==> config.mk <==
export PLATFORM = sky130hd
export DESIGN_NAME = mdio_mgmt
export DESIGN_NICKNAME = d
export VERILOG_FILES = /design/src/mdio_pkg.sv /design/src/mdio_shifter.sv /design/src/mdio_mgmt.sv
export SDC_FILE = /design/constraint.sdc
export NUM_CORES = 1
export LEC_CHECK = 0
export ABC_AREA = 1
export BUFFER_PORTS_ARGS = -buffer_cell sky130_fd_sc_hd__clkbuf_2
export CORE_ASPECT_RATIO = 0.8
export CORE_MARGIN = 2
export CORE_UTILIZATION = 35
export CTS_CLUSTER_SIZE = 8
export DETAILED_ROUTE_END_ITERATION = 8
export PLACE_DENSITY = 0.61
export SLEW_MARGIN = 20
export SYNTH_ARGS = -nofsm -noshare
export SYNTH_HDL_FRONTEND = slang
export SYNTH_SLANG_ARGS = --single-unit
==> constraint.sdc <==
create_clock -name pclk -period 1.87 [get_ports pclk]
set_input_delay 0.187 -clock pclk [delete_from_list [all_inputs] [get_ports pclk]]
set_output_delay 0.187 -clock pclk [all_outputs]
set_load 0.02 [all_outputs]
==> src/mdio_pkg.sv <==
/*
 * Shared constants and types for the MDIO management block: region
 * decode, register offsets, control field layout, frame timing.
 * Assumes a 32-bit APB master running on pclk.
 */
package mdio_pkg;
	// ----------------------------------------------------------------
	// Address regions
	// ----------------------------------------------------------------
	localparam logic [31:0] MAC_BASE = 32'h0000_0400;
	localparam logic [31:0] MAC_LAST = 32'h0000_04FC;
	localparam logic [31:0] MDIO_BASE = 32'h0000_0500;
	localparam logic [31:0] MDIO_LAST = 32'h0000_05FC;
	localparam logic [31:0] INTC_BASE = 32'h0000_0600;
	localparam logic [31:0] INTC_LAST = 32'h0000_06FC;
	// ----------------------------------------------------------------
	// Register offsets
	// ----------------------------------------------------------------
	localparam logic [31:0] RCV_CFG_ADDR = 32'h0000_0404;
	localparam logic [31:0] XMT_CFG_ADDR = 32'h0000_0408;
	localparam logic [31:0] MGMT_CFG_ADDR = 32'h0000_0500;
	localparam logic [31:0] MGMT_CTRL_ADDR = 32'h0000_0504;
	localparam logic [31:0] MGMT_WDATA_ADDR = 32'h0000_0508;
	localparam logic [31:0] MGMT_RDATA_ADDR = 32'h0000_050C;
	localparam logic [31:0] IRQ_STAT_ADDR = 32'h0000_0600;
	localparam logic [31:0] IRQ_ENA_ADDR = 32'h0000_0608;
	localparam logic [31:0] IRQ_CLR_ADDR = 32'h0000_060C;
	// ----------------------------------------------------------------
	// Field positions
	// ----------------------------------------------------------------
	localparam int CFG_DIV_LSB = 0;
	localparam int CFG_ENA_BIT = 6;
	localparam int CFG_SOFT_RST_BIT = 31;
	localparam int CTRL_READY_BIT = 7;
	localparam int CTRL_START_BIT = 11;
	localparam int CTRL_OP_LSB = 14;
	localparam int CTRL_REG_LSB = 16;
	localparam int CTRL_PHY_LSB = 24;
	localparam int RDATA_READY_BIT = 16;
	localparam logic [5:0] DIV_RESET = 6'h00;
	localparam logic [1:0] OP_WRITE = 2'h1;
	localparam logic [1:0] OP_READ = 2'h2;
	localparam logic [1:0] START_CODE = 2'h1;
	localparam logic [1:0] TA_WRITE = 2'h2;
	// ----------------------------------------------------------------
	// Frame timing: 32 preamble + 32 frame bits
	// ----------------------------------------------------------------
	localparam logic [6:0] FRAME_BITS = 7'h40;
	localparam logic [6:0] READ_RELEASE_BIT = 7'h2E;
	localparam logic [6:0] DATA_FIRST_BIT = 7'h30;
	localparam logic [31:0] PREAMBLE = 32'hFFFF_FFFF;
	localparam logic [31:0] ZERO32 = 32'h0000_0000;

	typedef struct packed {
		logic [1:0] op;
		logic [4:0] phy;
		logic [4:0] reg_ad;
		logic [15:0] data;
	} mdio_cmd_t;

	typedef struct packed {
		logic mdc;
		logic mdio_o;
		logic mdio_t;
	} mdio_pins_t;
endpackage

==> src/mdio_shifter.sv <==
/*
 * MDIO frame engine: divides pclk into mdc and shifts one clause-22
 * frame out, releasing the line for read turnaround and data.
 * Assumes start is a one-cycle pulse taken only while idle.
 */
`timescale 1ns/100ps
module mdio_shifter
	import mdio_pkg::*;
(
	input wire logic pclk,
	input wire logic presetn,
	input wire logic [5:0] divisor,
	input wire logic start,
	input wire mdio_cmd_t cmd,
	input wire logic mdio_i,
	output mdio_pins_t pins,
	output logic busy,
	output logic done,
	output logic [15:0] rdata
);
	typedef enum logic [1:0] {
		S_IDLE = 2'b01,
		S_SHIFT = 2'b10
	} sh_state_t;

	sh_state_t state_r, state_nxt;
	logic [5:0] div_cnt_r, div_cnt_nxt;
	logic [6:0] bit_r, bit_nxt;
	logic [63:0] sreg_r, sreg_nxt;
	logic [15:0] rd_r, rd_nxt;
	mdio_pins_t pins_r, pins_nxt;
	logic done_r, done_nxt;
	// Frame kind is held here, so a control write during the frame cannot change it
	logic read_r, read_nxt;

	always_comb begin
		state_nxt = state_r;
		div_cnt_nxt = div_cnt_r;
		bit_nxt = bit_r;
		sreg_nxt = sreg_r;
		rd_nxt = rd_r;
		pins_nxt = pins_r;
		done_nxt = 1'b0;
		read_nxt = read_r;
		case (state_r)
			S_IDLE: begin
				pins_nxt.mdc = 1'b0;
				pins_nxt.mdio_t = 1'b1;
				if (start) begin
					sreg_nxt = {PREAMBLE, START_CODE, cmd.op, cmd.phy, cmd.reg_ad,
						TA_WRITE, cmd.data};
					bit_nxt = '0;
					read_nxt = (cmd.op == OP_READ);
					div_cnt_nxt = divisor;
					state_nxt = S_SHIFT;
					pins_nxt.mdio_o = 1'b1;
					pins_nxt.mdio_t = 1'b0;
				end
			end
			S_SHIFT: begin
				if (div_cnt_r != '0) begin
					div_cnt_nxt = div_cnt_r - 6'h01;
				end else begin
					div_cnt_nxt = divisor;
					pins_nxt.mdc = ~pins_r.mdc;
					// change data after falling edge, sample at rising
					if (pins_r.mdc) begin
						bit_nxt = bit_r + 7'h01;
						sreg_nxt = {sreg_r[62:0], 1'b0};
						if (bit_r + 7'h01 == FRAME_BITS) begin
							state_nxt = S_IDLE;
							pins_nxt.mdio_t = 1'b1;
							done_nxt = 1'b1;
						end else begin
							pins_nxt.mdio_o = sreg_r[62];
							pins_nxt.mdio_t = read_r &&
								(bit_r + 7'h01 >= READ_RELEASE_BIT);
						end
					end else if (read_r && (bit_r >= DATA_FIRST_BIT)) begin
						rd_nxt = {rd_r[14:0], mdio_i};
					end
				end
			end
			default: begin
				state_nxt = S_IDLE;
			end
		endcase
	end

	always_ff @(posedge pclk or negedge presetn) begin
		if (!presetn) begin
			state_r <= S_IDLE;
			div_cnt_r <= '0;
			bit_r <= '0;
			sreg_r <= '0;
			rd_r <= '0;
			pins_r <= '{mdc: 1'b0, mdio_o: 1'b1, mdio_t: 1'b1};
			done_r <= 1'b0;
			read_r <= 1'b0;
		end else begin
			state_r <= state_nxt;
			div_cnt_r <= div_cnt_nxt;
			bit_r <= bit_nxt;
			sreg_r <= sreg_nxt;
			rd_r <= rd_nxt;
			pins_r <= pins_nxt;
			done_r <= done_nxt;
			read_r <= read_nxt;
		end
	end

	assign pins = pins_r;
	assign busy = (state_r != S_IDLE);
	assign done = done_r;
	assign rdata = rd_r;
endmodule

==> src/mdio_mgmt.sv <==
/*
 * Management port: APB slave with region decode, MAC configuration
 * staging, MDIO control/status and completion interrupt.
 * Assumes a single pclk domain and an external three-state buffer
 * joining mdio_i, mdio_o and mdio_t.
 */
`timescale 1ns/100ps
// What this block does
// - Answer illegal or unmapped bus accesses with an error response.
// - Decode MAC config, MDIO and interrupt regions; others reserved.
// - Accept RX/TX configuration writes anytime; apply only between frames.
// - Soft reset bits take effect immediately.
// - mdc is pclk divided by twice (divisor plus one).
// - Divisor resets to zero; zero divisor blocks MDIO enable.
// - This block starts every MDIO transfer; addressed PHY responds.
// - Frame bits shift on the data line synchronous to mdc.
// - Write frame uses opcode 01 and carries sixteen data bits.
// - Read frame uses opcode 10; PHY data is captured.
// - Start clears ready; ready stays low until frame ends.
// - After a read, captured value appears in read-data register.
// - Ready flag visible in control and read-data registers.
// - Interrupt raised when a pending MDIO transfer completes.
module mdio_mgmt
	import mdio_pkg::*;
(
	input wire logic pclk,
	input wire logic presetn,
	input wire logic psel,
	input wire logic penable,
	input wire logic pwrite,
	input wire logic [31:0] paddr,
	input wire logic [31:0] pwdata,
	input wire logic [3:0] pstrb,
	output logic [31:0] prdata,
	output logic pready,
	output logic pslverr,
	input wire logic rx_in_frame,
	input wire logic tx_in_frame,
	output logic [31:0] rx_config,
	output logic [31:0] tx_config,
	output logic soft_reset,
	input wire logic mdio_i,
	output logic mdc,
	output logic mdio_o,
	output logic mdio_t,
	output logic irq
);
	// ----------------------------------------------------------------
	// State
	// ----------------------------------------------------------------
	logic [31:0] prdata_r, prdata_nxt;
	logic pready_r, pready_nxt;
	logic pslverr_r, pslverr_nxt;
	logic [31:0] rx_stage_r, rx_stage_nxt;
	logic [31:0] tx_stage_r, tx_stage_nxt;
	logic [31:0] rx_cfg_r, rx_cfg_nxt;
	logic [31:0] tx_cfg_r, tx_cfg_nxt;
	logic soft_rst_r, soft_rst_nxt;
	logic [5:0] div_r, div_nxt;
	logic ena_r, ena_nxt;
	mdio_cmd_t cmd_r, cmd_nxt;
	logic [15:0] wdata_r, wdata_nxt;
	logic [15:0] rdata_r, rdata_nxt;
	logic ready_r, ready_nxt;
	logic start_r, start_nxt;
	logic pend_r, pend_nxt;
	logic ist_r, ist_nxt;
	logic ien_r, ien_nxt;
	logic irq_r, irq_nxt;

	mdio_pins_t pins;
	logic eng_busy;
	logic eng_done;
	logic [15:0] eng_rdata;

	function automatic logic in_range(input logic [31:0] a, input logic [31:0] lo,
		input logic [31:0] hi);
		in_range = (a >= lo) && (a <= hi);
	endfunction

	function automatic logic [31:0] merge(input logic [31:0] old, input logic [31:0] d,
		input logic [3:0] s);
		logic [31:0] r;
		r = old;
		for (int i = 0; i < 4; i++) begin
			if (s[i]) begin
				r[i*8 +: 8] = d[i*8 +: 8];
			end
		end
		merge = r;
	endfunction

	// ----------------------------------------------------------------
	// Bus and register logic
	// ----------------------------------------------------------------
	logic access;
	logic known;
	logic [31:0] rd_word;
	logic [31:0] wv;

	always_comb begin
		access = psel && penable && !pready_r;
		prdata_nxt = prdata_r;
		pready_nxt = access;
		pslverr_nxt = 1'b0;
		rx_stage_nxt = rx_stage_r;
		tx_stage_nxt = tx_stage_r;
		rx_cfg_nxt = rx_cfg_r;
		tx_cfg_nxt = tx_cfg_r;
		soft_rst_nxt = soft_rst_r;
		div_nxt = div_r;
		ena_nxt = ena_r;
		cmd_nxt = cmd_r;
		wdata_nxt = wdata_r;
		rdata_nxt = rdata_r;
		ready_nxt = ready_r;
		start_nxt = 1'b0;
		pend_nxt = pend_r;
		ist_nxt = ist_r;
		ien_nxt = ien_r;
		known = 1'b1;
		rd_word = ZERO32;
		wv = ZERO32;

		if (!rx_in_frame) begin
			rx_cfg_nxt = rx_stage_r;
		end
		if (!tx_in_frame) begin
			tx_cfg_nxt = tx_stage_r;
		end

		case (paddr)
			RCV_CFG_ADDR: rd_word = rx_stage_r;
			XMT_CFG_ADDR: rd_word = tx_stage_r;
			MGMT_CFG_ADDR: begin
				rd_word[CFG_DIV_LSB +: 6] = div_r;
				rd_word[CFG_ENA_BIT] = ena_r;
				rd_word[CFG_SOFT_RST_BIT] = soft_rst_r;
			end
			MGMT_CTRL_ADDR: begin
				rd_word[CTRL_OP_LSB +: 2] = cmd_r.op;
				rd_word[CTRL_REG_LSB +: 5] = cmd_r.reg_ad;
				rd_word[CTRL_PHY_LSB +: 5] = cmd_r.phy;
				rd_word[CTRL_READY_BIT] = ready_r;
			end
			MGMT_WDATA_ADDR: rd_word[15:0] = wdata_r;
			MGMT_RDATA_ADDR: begin
				rd_word[15:0] = rdata_r;
				rd_word[RDATA_READY_BIT] = ready_r;
			end
			IRQ_STAT_ADDR: rd_word[0] = ist_r;
			IRQ_ENA_ADDR: rd_word[0] = ien_r;
			IRQ_CLR_ADDR: rd_word = ZERO32;
			default: known = 1'b0;
		endcase

		if (!(in_range(paddr, MAC_BASE, MAC_LAST) || in_range(paddr, MDIO_BASE, MDIO_LAST)
			|| in_range(paddr, INTC_BASE, INTC_LAST))) begin
			known = 1'b0;
		end

		if (access) begin
			if (!known || (pwrite && (paddr == MGMT_RDATA_ADDR))) begin
				pslverr_nxt = 1'b1;
			end else if (!pwrite) begin
				prdata_nxt = rd_word;
			end else begin
				case (paddr)
					RCV_CFG_ADDR: rx_stage_nxt = merge(rx_stage_r, pwdata, pstrb);
					XMT_CFG_ADDR: tx_stage_nxt = merge(tx_stage_r, pwdata, pstrb);
					MGMT_CFG_ADDR: begin
						wv = merge({soft_rst_r, 24'h00_0000, ena_r, div_r}, pwdata, pstrb);
						div_nxt = wv[CFG_DIV_LSB +: 6];
						soft_rst_nxt = wv[CFG_SOFT_RST_BIT];
						ena_nxt = wv[CFG_ENA_BIT] && (wv[CFG_DIV_LSB +: 6] != DIV_RESET);
					end
					MGMT_CTRL_ADDR: begin
						wv = merge(ZERO32, pwdata, pstrb);
						cmd_nxt.op = wv[CTRL_OP_LSB +: 2];
						cmd_nxt.reg_ad = wv[CTRL_REG_LSB +: 5];
						cmd_nxt.phy = wv[CTRL_PHY_LSB +: 5];
						cmd_nxt.data = wdata_r;
						if (wv[CTRL_START_BIT] && ready_r && !eng_busy && ena_r &&
							(wv[CTRL_OP_LSB +: 2] == OP_WRITE ||
							wv[CTRL_OP_LSB +: 2] == OP_READ)) begin
							start_nxt = 1'b1;
							ready_nxt = 1'b0;
							pend_nxt = 1'b1;
						end
					end
					MGMT_WDATA_ADDR: begin
						wv = merge({16'h0000, wdata_r}, pwdata, pstrb);
						wdata_nxt = wv[15:0];
					end
					IRQ_ENA_ADDR: ien_nxt = pwdata[0];
					IRQ_CLR_ADDR: begin
						if (pwdata[0]) begin
							ist_nxt = 1'b0;
						end
					end
					default: pslverr_nxt = 1'b1;
				endcase
			end
		end

		if (eng_done) begin
			// capture read result; a write frame leaves the last read word
			rdata_nxt = eng_rdata;
			ready_nxt = 1'b1;
			pend_nxt = 1'b0;
			if (pend_r) begin
				ist_nxt = 1'b1;
			end
		end
		irq_nxt = ist_nxt && ien_nxt;
	end

	always_ff @(posedge pclk or negedge presetn) begin
		if (!presetn) begin
			prdata_r <= ZERO32;
			pready_r <= 1'b0;
			pslverr_r <= 1'b0;
			rx_stage_r <= ZERO32;
			tx_stage_r <= ZERO32;
			rx_cfg_r <= ZERO32;
			tx_cfg_r <= ZERO32;
			soft_rst_r <= 1'b0;
			div_r <= DIV_RESET;
			ena_r <= 1'b0;
			cmd_r <= '0;
			wdata_r <= 16'h0000;
			rdata_r <= 16'h0000;
			ready_r <= 1'b1;
			start_r <= 1'b0;
			pend_r <= 1'b0;
			ist_r <= 1'b0;
			ien_r <= 1'b0;
			irq_r <= 1'b0;
		end else begin
			prdata_r <= prdata_nxt;
			pready_r <= pready_nxt;
			pslverr_r <= pslverr_nxt;
			rx_stage_r <= rx_stage_nxt;
			tx_stage_r <= tx_stage_nxt;
			rx_cfg_r <= rx_cfg_nxt;
			tx_cfg_r <= tx_cfg_nxt;
			soft_rst_r <= soft_rst_nxt;
			div_r <= div_nxt;
			ena_r <= ena_nxt;
			cmd_r <= cmd_nxt;
			wdata_r <= wdata_nxt;
			rdata_r <= rdata_nxt;
			ready_r <= ready_nxt;
			start_r <= start_nxt;
			pend_r <= pend_nxt;
			ist_r <= ist_nxt;
			ien_r <= ien_nxt;
			irq_r <= irq_nxt;
		end
	end

	// ----------------------------------------------------------------
	// Frame engine
	// ----------------------------------------------------------------
	// write frame; read release inside engine
	mdio_shifter u_shift (
		.pclk(pclk),
		.presetn(presetn),
		.divisor(div_r),
		.start(start_r),
		.cmd(cmd_r),
		.mdio_i(mdio_i),
		.pins(pins),
		.busy(eng_busy),
		.done(eng_done),
		.rdata(eng_rdata)
	);

	assign prdata = prdata_r;
	assign pready = pready_r;
	assign pslverr = pslverr_r;
	assign rx_config = rx_cfg_r;
	assign tx_config = tx_cfg_r;
	assign soft_reset = soft_rst_r;
	assign mdc = pins.mdc;
	assign mdio_o = pins.mdio_o;
	assign mdio_t = pins.mdio_t;
	assign irq = irq_r;
endmodule

### Word-level counts from Yosys, hierarchy flattened

Index checks and enable logic that the tools add are counted.

* add/sub/neg operators: 2
* reduce and logical (&&, ||, !) cells: 53
* bitwise operators: 4
* mux-type cells: 83
* equal/unequal tests: 22
* $lt $le $gt $ge: 8

Operators with widths (number)
* $eq 32x11->1 const B: 9
* $mux 63: 3
* $pmux 63 s2: 1
* $ge 32x11->1 const B: 3
* $le 32x11->1 const B: 3
* $reduce_and 5->1: 13
* $mux 7: 8
* $mux 1: 40
* $mux 8: 5
* $pmux 6 s5: 1
* $pmux 6 s4: 1
* $reduce_and 4->1: 5
* $pmux 5 s3: 1
* $ge 7x6->1 const B: 2
* $logic_and 1x1->1: 14
* $pmux 7 s2: 1
* $mux 2: 6
* $mux 6: 2
* $pmux 3 s2: 2
* $pmux 4 s3: 1
* $pmux 6 s2: 1
* $reduce_bool 6->1: 2
* $mux 5: 2
* $pmux 2 s5: 1
* other kinds (21): 45

* output and inout port bits: 103
* flip-flop bits (word level): 335
* input port bits: 76
* logic and storage cells: 211

### Logic depth before layout (Yosys ltp)

Gate-level depths: netlist of the first run.

* depth in word-level cells: 19
* depth in mapped cells: 17
* gate-level depth less buffers: 16

### By module

From an unflattened synthesis of the first run, not the netlist that was laid out.

* cell total of the unflattened synthesis: 1789
* area total of the unflattened synthesis: 15019.4 µm²

By module, submodules not included
* mdio_mgmt: cells each 1264, area each 10430.0 µm², times used 1, sequential area each 5906.9 µm²
* mdio_shifter: cells each 525, area each 4589.4 µm², times used 1, sequential area each 2481.1 µm²

### Worst setup path before layout of the first run

Ideal clock, no wire load.

* path type: flip-flop to flip-flop
* from: register u_shift.state_r[0]
* to: register u_shift.sreg_r[53]
* period minus slack after synthesis: 2.024 ns
* buffers on the path: 2
* setup time: 0.143 ns
* arrival time: 1.881 ns
* stages on the path, launching flop included: 13
* path slack: -0.154 ns
* required time: 1.727 ns
* cell sequence: dfstp_2 > inv_1 > ha_1 > buf_2 > inv_1 > nor2_1 > nor2_1 > inv_2 > nor2_2 > nand2_1 > inv_2 > buf_2 > a22oi_1

* longest elaborated chain between the ends: 3
* elaborated cells between the ends (all ways): 8
* classes of those cells: eq/ne (5); mux (1); reduce/logical (2)

RTL lines
* from (decl): line mdio_shifter.sv:26 `sh_state_t state_r, state_nxt;`
* from (signal assigned): line mdio_shifter.sv:101 `state_r <= state_nxt;`
* $eq 2x2->1 or $eq 2x1->1 (tied branches): line mdio_shifter.sv:45 `case (state_r)`
* $ne 2x1->1 (no line), or another cell as far along
* $reduce_and 4->1 (no line)
* to (signal assigned): line mdio_shifter.sv:104 `sreg_r <= sreg_nxt;`
* to (decl): line mdio_shifter.sv:29 `logic [63:0] sreg_r, sreg_nxt;`

Parallel ways exist; a longest one is shown, timed or not.
A chain may end at the register's enable or synchronous reset.

### Worst setup path in the final report of the first run

* from: register u_shift.div_cnt_r[0]
* to: register u_shift.sreg_r[25]

* longest elaborated chain between the ends: 3

RTL lines
* from (decl): line mdio_shifter.sv:27 `logic [5:0] div_cnt_r, div_cnt_nxt;`
* from (signal assigned): line mdio_shifter.sv:102 `div_cnt_r <= div_cnt_nxt;`
* $reduce_bool 6->1: line mdio_shifter.sv:61 `if (div_cnt_r != '0) begin`
* $ne 2x2->1 (no line)
* $reduce_and 4->1 (no line)

No other way between the ends.

==> results of run 1 <==
[synthesized netlist by cell type, types with 21 or more instances]
master / n / area (um2)
nand2_1: 576 / 2162
dfrtp_1: 331 / 8283
inv_1: 202 / 758.2
o21ai_0: 137 / 685.7
nor2_1: 93 / 349.1
a22oi_1: 37 / 277.8
o21ai_1: 37 / 185.2
o211ai_1: 36 / 270.3
a21oi_1: 30 / 150.1
nand3_1: 30 / 150.1
clkbuf_1: 28 / 105.1
o22ai_1: 23 / 143.9
nand2_2: 21 / 131.4
[report_power, final]
group          switching, W  total [W]  leakage [nW]  internal [W]
sequential       0.00000669    0.00728          4.62       0.00728
clock               0.00298    0.00749         0.603       0.00451
combinational      0.000402   0.000620          4.79      0.000219
total               0.00339     0.0154          10.0        0.0120
[cells by family (layout without fill, tap and decap cells)]
| logic type | after synthesis | in the layout |
|---|---|---|
| AND/OR/NAND/NOR | 784 | 784 |
| flip-flops | 335 | 335 |
| multiplexers | 19 | 19 |
| AO/OA/AOI/OAI | 318 | 318 |
| buffers and inverters | 289 | 638 |
| adder cells (fa/ha/maj) | 6 | 6 |
| XOR/XNOR | 5 | 5 |
[metal layers]
layer / track usage / share of wire / vias up
li1: - / - / 6292
met1: 0.2736 / 0.48 / 6170
met2: 0.2988 / 0.45 / 306
met3: 0.03249 / 0.050 / 68
met4: 0.04910 / 0.021 / 2
met5: 0 / 0.00030 / -
[area by class of cell]
cell class | instances | area, um2
Clock buffer | 63 | 1236
Sequential cell | 335 | 8388
Multi-Input combinational cell | 1132 | 5856
Inverter | 226 | 888.4
Timing Repair Buffer | 348 | 2706
Tap cell | 560 | 700.7
Clock inverter | 1 | 8.758
Fill cell | 4075 | 23350
[stage by stage]
| step | utilization | setup WS (ps) | instances |
|---|---|---|---|
| 5_1_grt | 0.4586 | -243.1 | 2665 |
| 3_3_place_gp | 0.4120 | -158.6 | 2548 |
| 4_1_cts | 0.4530 | -75.98 | 2655 |
| 3_5_place_dp | 0.4120 | -189.6 | 2548 |
| 6_report | 0.4586 | -78.61 | 2665 |
| 2_1_floorplan | - | -13.02 | 1756 |
[flip-flops by register name, summed over array words and instances (netlist names), 2 cells and up]
signal,flops
cmd_r,28
div_r,6
prdata,32
rdata_r,16
rx_config,32
rx_stage_r,32
tx_config,32
tx_stage_r,32
u_shift.bit_r,7
u_shift.div_cnt_r,6
u_shift.pins,3
u_shift.rdata,16
u_shift.sreg_r,63
u_shift.state_r,2
wdata_r,16
[worst register-to-register path, cell delays in order, from the launching register on]
cell       delay (ps)
dfrtp_1           380
inv_2              80
ha_4              140
inv_2              30
nor2_2             80
nand2_1            80
inv_2              80
nand2_4            50
nand2_4            60
inv_2              40
nor2_2             80
inv_2              50
nor2_4            140
nand2_4           120
clkinv_8          120
clkbuf_16         150
o211ai_1           80
o21ai_1           100
[timing repair]
action	4_1_cts	5_1_grt
buffers inserted	6	6
hold buffers	35	0
resized for setup	27	35
cloned	2	4
pin swaps	6	11
setup endpoints to repair	71	134
endpoints found under the hold margin	426	0
[worst min path at each step]
stage / start / to / slack [ps] / depth (start not counted)
after floorplan: presetn / cmd_r[0] / -110 / 0
after global placement: presetn / u_shift.sreg_r[33] / 70 / 1
after detailed placement: presetn / u_shift.sreg_r[33] / 70 / 1
after CTS: pstrb[1] / cmd_r[26] / 10 / 3
after global routing: pstrb[1] / cmd_r[26] / 30 / 3
final: pstrb[1] / cmd_r[26] / 30 / 3
==> flow_metrics.tcl, run 1 <==
set metrics [dict create \
    clkTransAtPathRegs_ps 50 \
    fin_nets 2172 \
    cpMostUsedCell "inv_2" \
    rows 68 \
    h-tree-depth 2 \
    power_density_mw_per_mm2 778.2 \
    cts.sinks 335 \
    setup.worst_path.start_class "flip-flop" \
    routabilityCongestion 0.8588 \
    synth-seq-cells 335 \
    syn2layout_area_growth_pct 29.47 \
    synth_fa_ha_area_frac 0.004913 \
    synth_xor_area_frac 0.002866 \
    setup_viol 63 \
    holdWs_ps 32.49 \
    r2r_start "u_shift.div_cnt_r[0]" \
    ir_drop_mv 0.5986 \
    cts_buffers 47 \
    end_kind "flip-flop" \
    drtAntennaViolNets 0 \
    synth_edf_count 0 \
    cp_num_buf_inv 7 \
    cp-startpoint "u_shift.div_cnt_r[0]" \
    dr.pass1.iters 5 \
    synth-compound-area-share 0.1219 \
    r2r_setup_slack_ps -80 \
    crit_slowest_cell "dfrtp_1" \
    max_freq_mhz 513.2 \
    leakage_nw 10.01 \
    slew_headroom 0.6257 \
    cap_viol_max_count 0 \
    cp_max_fo 7 \
    outcome "finished, violations left" \
    slowest_delay_ps 380 \
    drc 0 \
    core_mm2 0.04314 \
    drt_iter0_drc 833 \
    vias 12840 \
    tightestPinTransition_ps 561.5 \
    ys_seq_area_frac 0.5489 \
    synth_top_family_by_area "simple AND/OR/NAND/NOR gates" \
    final_layout_size_suffix_gt1_frac 0.2432 \
    grt_pass1_wl_um 68820 \
    grt_antenna_before_repair 1 \
    layout_commonest_cell "nand2_1" \
    initial_core_util 0.3542 \
    cts_tree "yes" \
    critPathArrivalTime_ps 2410 \
    ys.warnings.count 0 \
    synth_mux_area_frac 0.01400 \
    worstSkewPairLatency_ps 540 \
    fin_ws_ps -78.61 \
    path_depth 17 \
    critical_path_class "flip-flop to flip-flop" \
    cp.required_ps 2330 \
    crit_chain "inv_2, ha_4, inv_2, nor2_2, nand2_1, inv_2, nand2_4, nand2_4, inv_2, nor2_2, inv_2, nor2_4, nand2_4, clkinv_8, clkbuf_16, o211ai_1, o21ai_1" \
    routed_via_density 4.817 \
    synth-async-reset-ratio 1.000 \
    grt_use_total 0.1904 \
    grt_pass1_vias 12830 \
    grt.overflow.total 0 \
    endpoint "u_shift.sreg_r[25]" \
    placed_cell_area_mm2 0.01777 \
    synth-simple-area-share 0.2287 \
    crit_family "simple AND/OR/NAND/NOR gates" \
    netlist_area_mm2 0.01528 \
    min_path_type "input port to flip-flop" \
    finalHoldViolations 0 \
    die_y_um 190.9 \
    io_pins 179 \
    tns_ps -2061 \
    fin_area_mm2 0.01978 \
    violations "negative setup slack" \
    synth.distinct_cells 45 \
    fin_crit_sh 1.042 \
    port_buffers 178 \
    synthFlopType "dfrtp_1" \
    finalMaxSlewViolations 0 \
    rsz0062_at_grt "true" \
    wire_per_inst_um 16.11 \
    cts_root_buf "clkbuf_16" \
    rr_worst_depth 17 \
    cts.path.max_buffers 3 \
    finalWirelength_um 42930 \
    syn_nets 1838 \
    power_w 0.01540 \
    place_hpwl_um 31110 \
    clock_skew_ps 12.86 \
    grt_max_degree 90 \
    final_cell_mix "nand2_1 (568), dfrtp_1 (331), inv_1 (197)" \
    dieArea_mm2 0.04536 \
    avgSynthCellArea_um2 8.702 \
    period_minus_slack_ps 1949 \
    r2r_end "u_shift.sreg_r[25]" \
    num_antenna_cells 0 \
    die_w_um 237.6 \
    synthCells 1756 \
]
No activity file was read; power rests on OpenSTA's default activity.
==> inputs of run 2 (changes only) <==
- TNS_END_PERCENT: not set -> 5
==> run 2 against run 1 <==
The flow still finishes with violations (negative setup slack). Critical path type unchanged. Clock power is 2.8% higher. Critical endpoint is now u_shift.sreg_r[52]. Wire length rose by 1.8%. Die area unchanged.
==> flow_metrics.tcl, run 2 (synthesis results as in run 1) <==
set metrics [dict create \
    min_delay_path_depth 3 \
    finalWirelength_um 43690 \
    end_kind "flip-flop" \
    min_path_type "input port to flip-flop" \
    fin_ws_ps -65.76 \
    place_ws_ps -235.5 \
    final_layout_size_suffix_gt1_frac 0.2332 \
    layout_commonest_cell "nand2_1" \
    slowest_delay_ps 390 \
    grt_use_total 0.1937 \
    r2r_start "u_shift.div_cnt_r[1]" \
    finalMaxSlewViolations 0 \
    cpMostUsedCell "inv_2" \
    setup.worst_path.start_class "flip-flop" \
    worstSkewPairLatency_ps 550 \
    tns_ps -2726 \
    cts_tree "yes" \
    outcome "finished, violations left" \
    clock_skew_ps 22.52 \
    grt_antenna_before_repair 1 \
    rsz0062_at_grt "true" \
    r2r_setup_slack_ps -70 \
    grt_pass1_vias 12940 \
    place_hpwl_um 31200 \
    finalHoldViolations 0 \
    ir_drop_mv 0.5682 \
    fin_crit_sh 1.035 \
    die_y_um 190.9 \
    cap_viol_max_count 0 \
    fin_nets 2156 \
    syn2layout_area_growth_pct 28.17 \
    vias 12870 \
    rows 68 \
    tightestPinTransition_ps 699.8 \
    crit_slowest_cell "dfrtp_1" \
    cp_num_buf_inv 8 \
    die_w_um 237.6 \
    cts_root_buf "clkbuf_16" \
    critPathArrivalTime_ps 2350 \
    setup_viol 66 \
    period_minus_slack_ps 1936 \
    initial_core_util 0.3542 \
    routed_via_density 4.851 \
    core_mm2 0.04314 \
    cp.required_ps 2290 \
    rr_worst_depth 17 \
    power_density_mw_per_mm2 797.1 \
    num_antenna_cells 0 \
    cts_buffers 47 \
    wire_per_inst_um 16.47 \
    min_to "cmd_r[23]" \
    drc 0 \
    r2r_end "u_shift.sreg_r[52]" \
    largest_register_ffs 63 \
    critical_path_class "flip-flop to flip-flop" \
    crit_family "buffers and inverters" \
    grt_pass1_wl_um 69780 \
    h-tree-depth 2 \
    regMostFlops "u_shift.sreg_r" \
    final_cell_mix "nand2_1 (570), dfrtp_1 (331), inv_1 (195)" \
    power_w 0.01561 \
    port_buffers 178 \
    hp-start "pstrb[3]" \
    grt_max_degree 61 \
    clkTransAtPathRegs_ps 50 \
    grt.overflow.total 0 \
    cts.sinks 335 \
    slew_headroom 0.5335 \
    dieArea_mm2 0.04536 \
    io_pins 179 \
    post-route-util 0.4541 \
    drt_iter0_drc 948 \
    crit_chain "inv_2, ha_4, inv_2, nor2_4, nand2_2, inv_2, nand2_4, nand2_4, inv_4, nor2_4, inv_2, nor2_4, buf_4, nand2_4, inv_4, buf_12, a22oi_1" \
    max_freq_mhz 516.6 \
    fillers 4096 \
    routabilityCongestion 0.8533 \
    leakage_nw 9.932 \
    cts.path.max_buffers 3 \
    drtAntennaViolNets 0 \
    cp_max_fo 18 \
    violations "negative setup slack" \
    dr.pass1.iters 5 \
]
## run 2: routing by layer
layer,vias to the layer above,GRT usage,part of all wire
li1,6247,-,-
met1,6205,0.2718,0.47
met2,338,0.3052,0.45
met3,77,0.03827,0.057
met4,2,0.05515,0.024
met5,-,0,0.00030
## run 2: area by class of cell
type,count,area (um2),share of cell area
sequential,335,8388,0.4283
tap,560,700.7,0.03577
timing repair buffer,332,2494,0.1273
inverter,226,880.8,0.04497
multi-input combinational,1132,5826,0.2974
clock buffer,68,1297,0.06624
## run 2: per-stage QoR
step / hold WS (ps) / cells / cell area, um2
2_1_floorplan: -108.6 / 1756 / 15360
3_3_place_gp: 170.1 / 2543 / 17710
3_5_place_dp: 173.2 / 2543 / 17710
4_1_cts: 39.03 / 2650 / 19390
5_1_grt: 80.87 / 2653 / 19590
6_report: 69.84 / 2653 / 19590
## run 2: what timing repair did
item,CTS,global route
cloned,0,3
resized for setup,4,48
pin swaps,1,10
buffers inserted,2,0
hold buffers,37,0
endpoints found under the hold margin,140,0
setup endpoints to repair,73,132
## run 2: worst max-delay path by stage
stage,start,to,cells past startpoint
floorplan,u_shift.div_cnt_r[0],u_shift.sreg_r[15],17
global placement,paddr[4],rx_stage_r[23],14
detailed placement,paddr[4],tx_stage_r[17],14
CTS,u_shift.div_cnt_r[1],u_shift.sreg_r[18],17
global route,u_shift.div_cnt_r[1],u_shift.sreg_r[18],17
finish,u_shift.div_cnt_r[1],u_shift.sreg_r[52],17
## run 2: report_power, final
group          internal, W  total [W]  switching, W
Clock              0.00470    0.00770       0.00300
Combinational     0.000222   0.000625      0.000404
Sequential         0.00728    0.00728    0.00000594
## run 2: worst reg2reg max path, cell delays in order (launching register included)
cell and delay, ps:
dfrtp_1 390, inv_2 80, ha_4 140, inv_2 40
nor2_4 100, nand2_2 60, inv_2 70, nand2_4 50
nand2_4 80, inv_4 40, nor2_4 70, inv_2 50
nor2_4 140, buf_4 140, nand2_4 50, inv_4 70
buf_12 140, a22oi_1 80
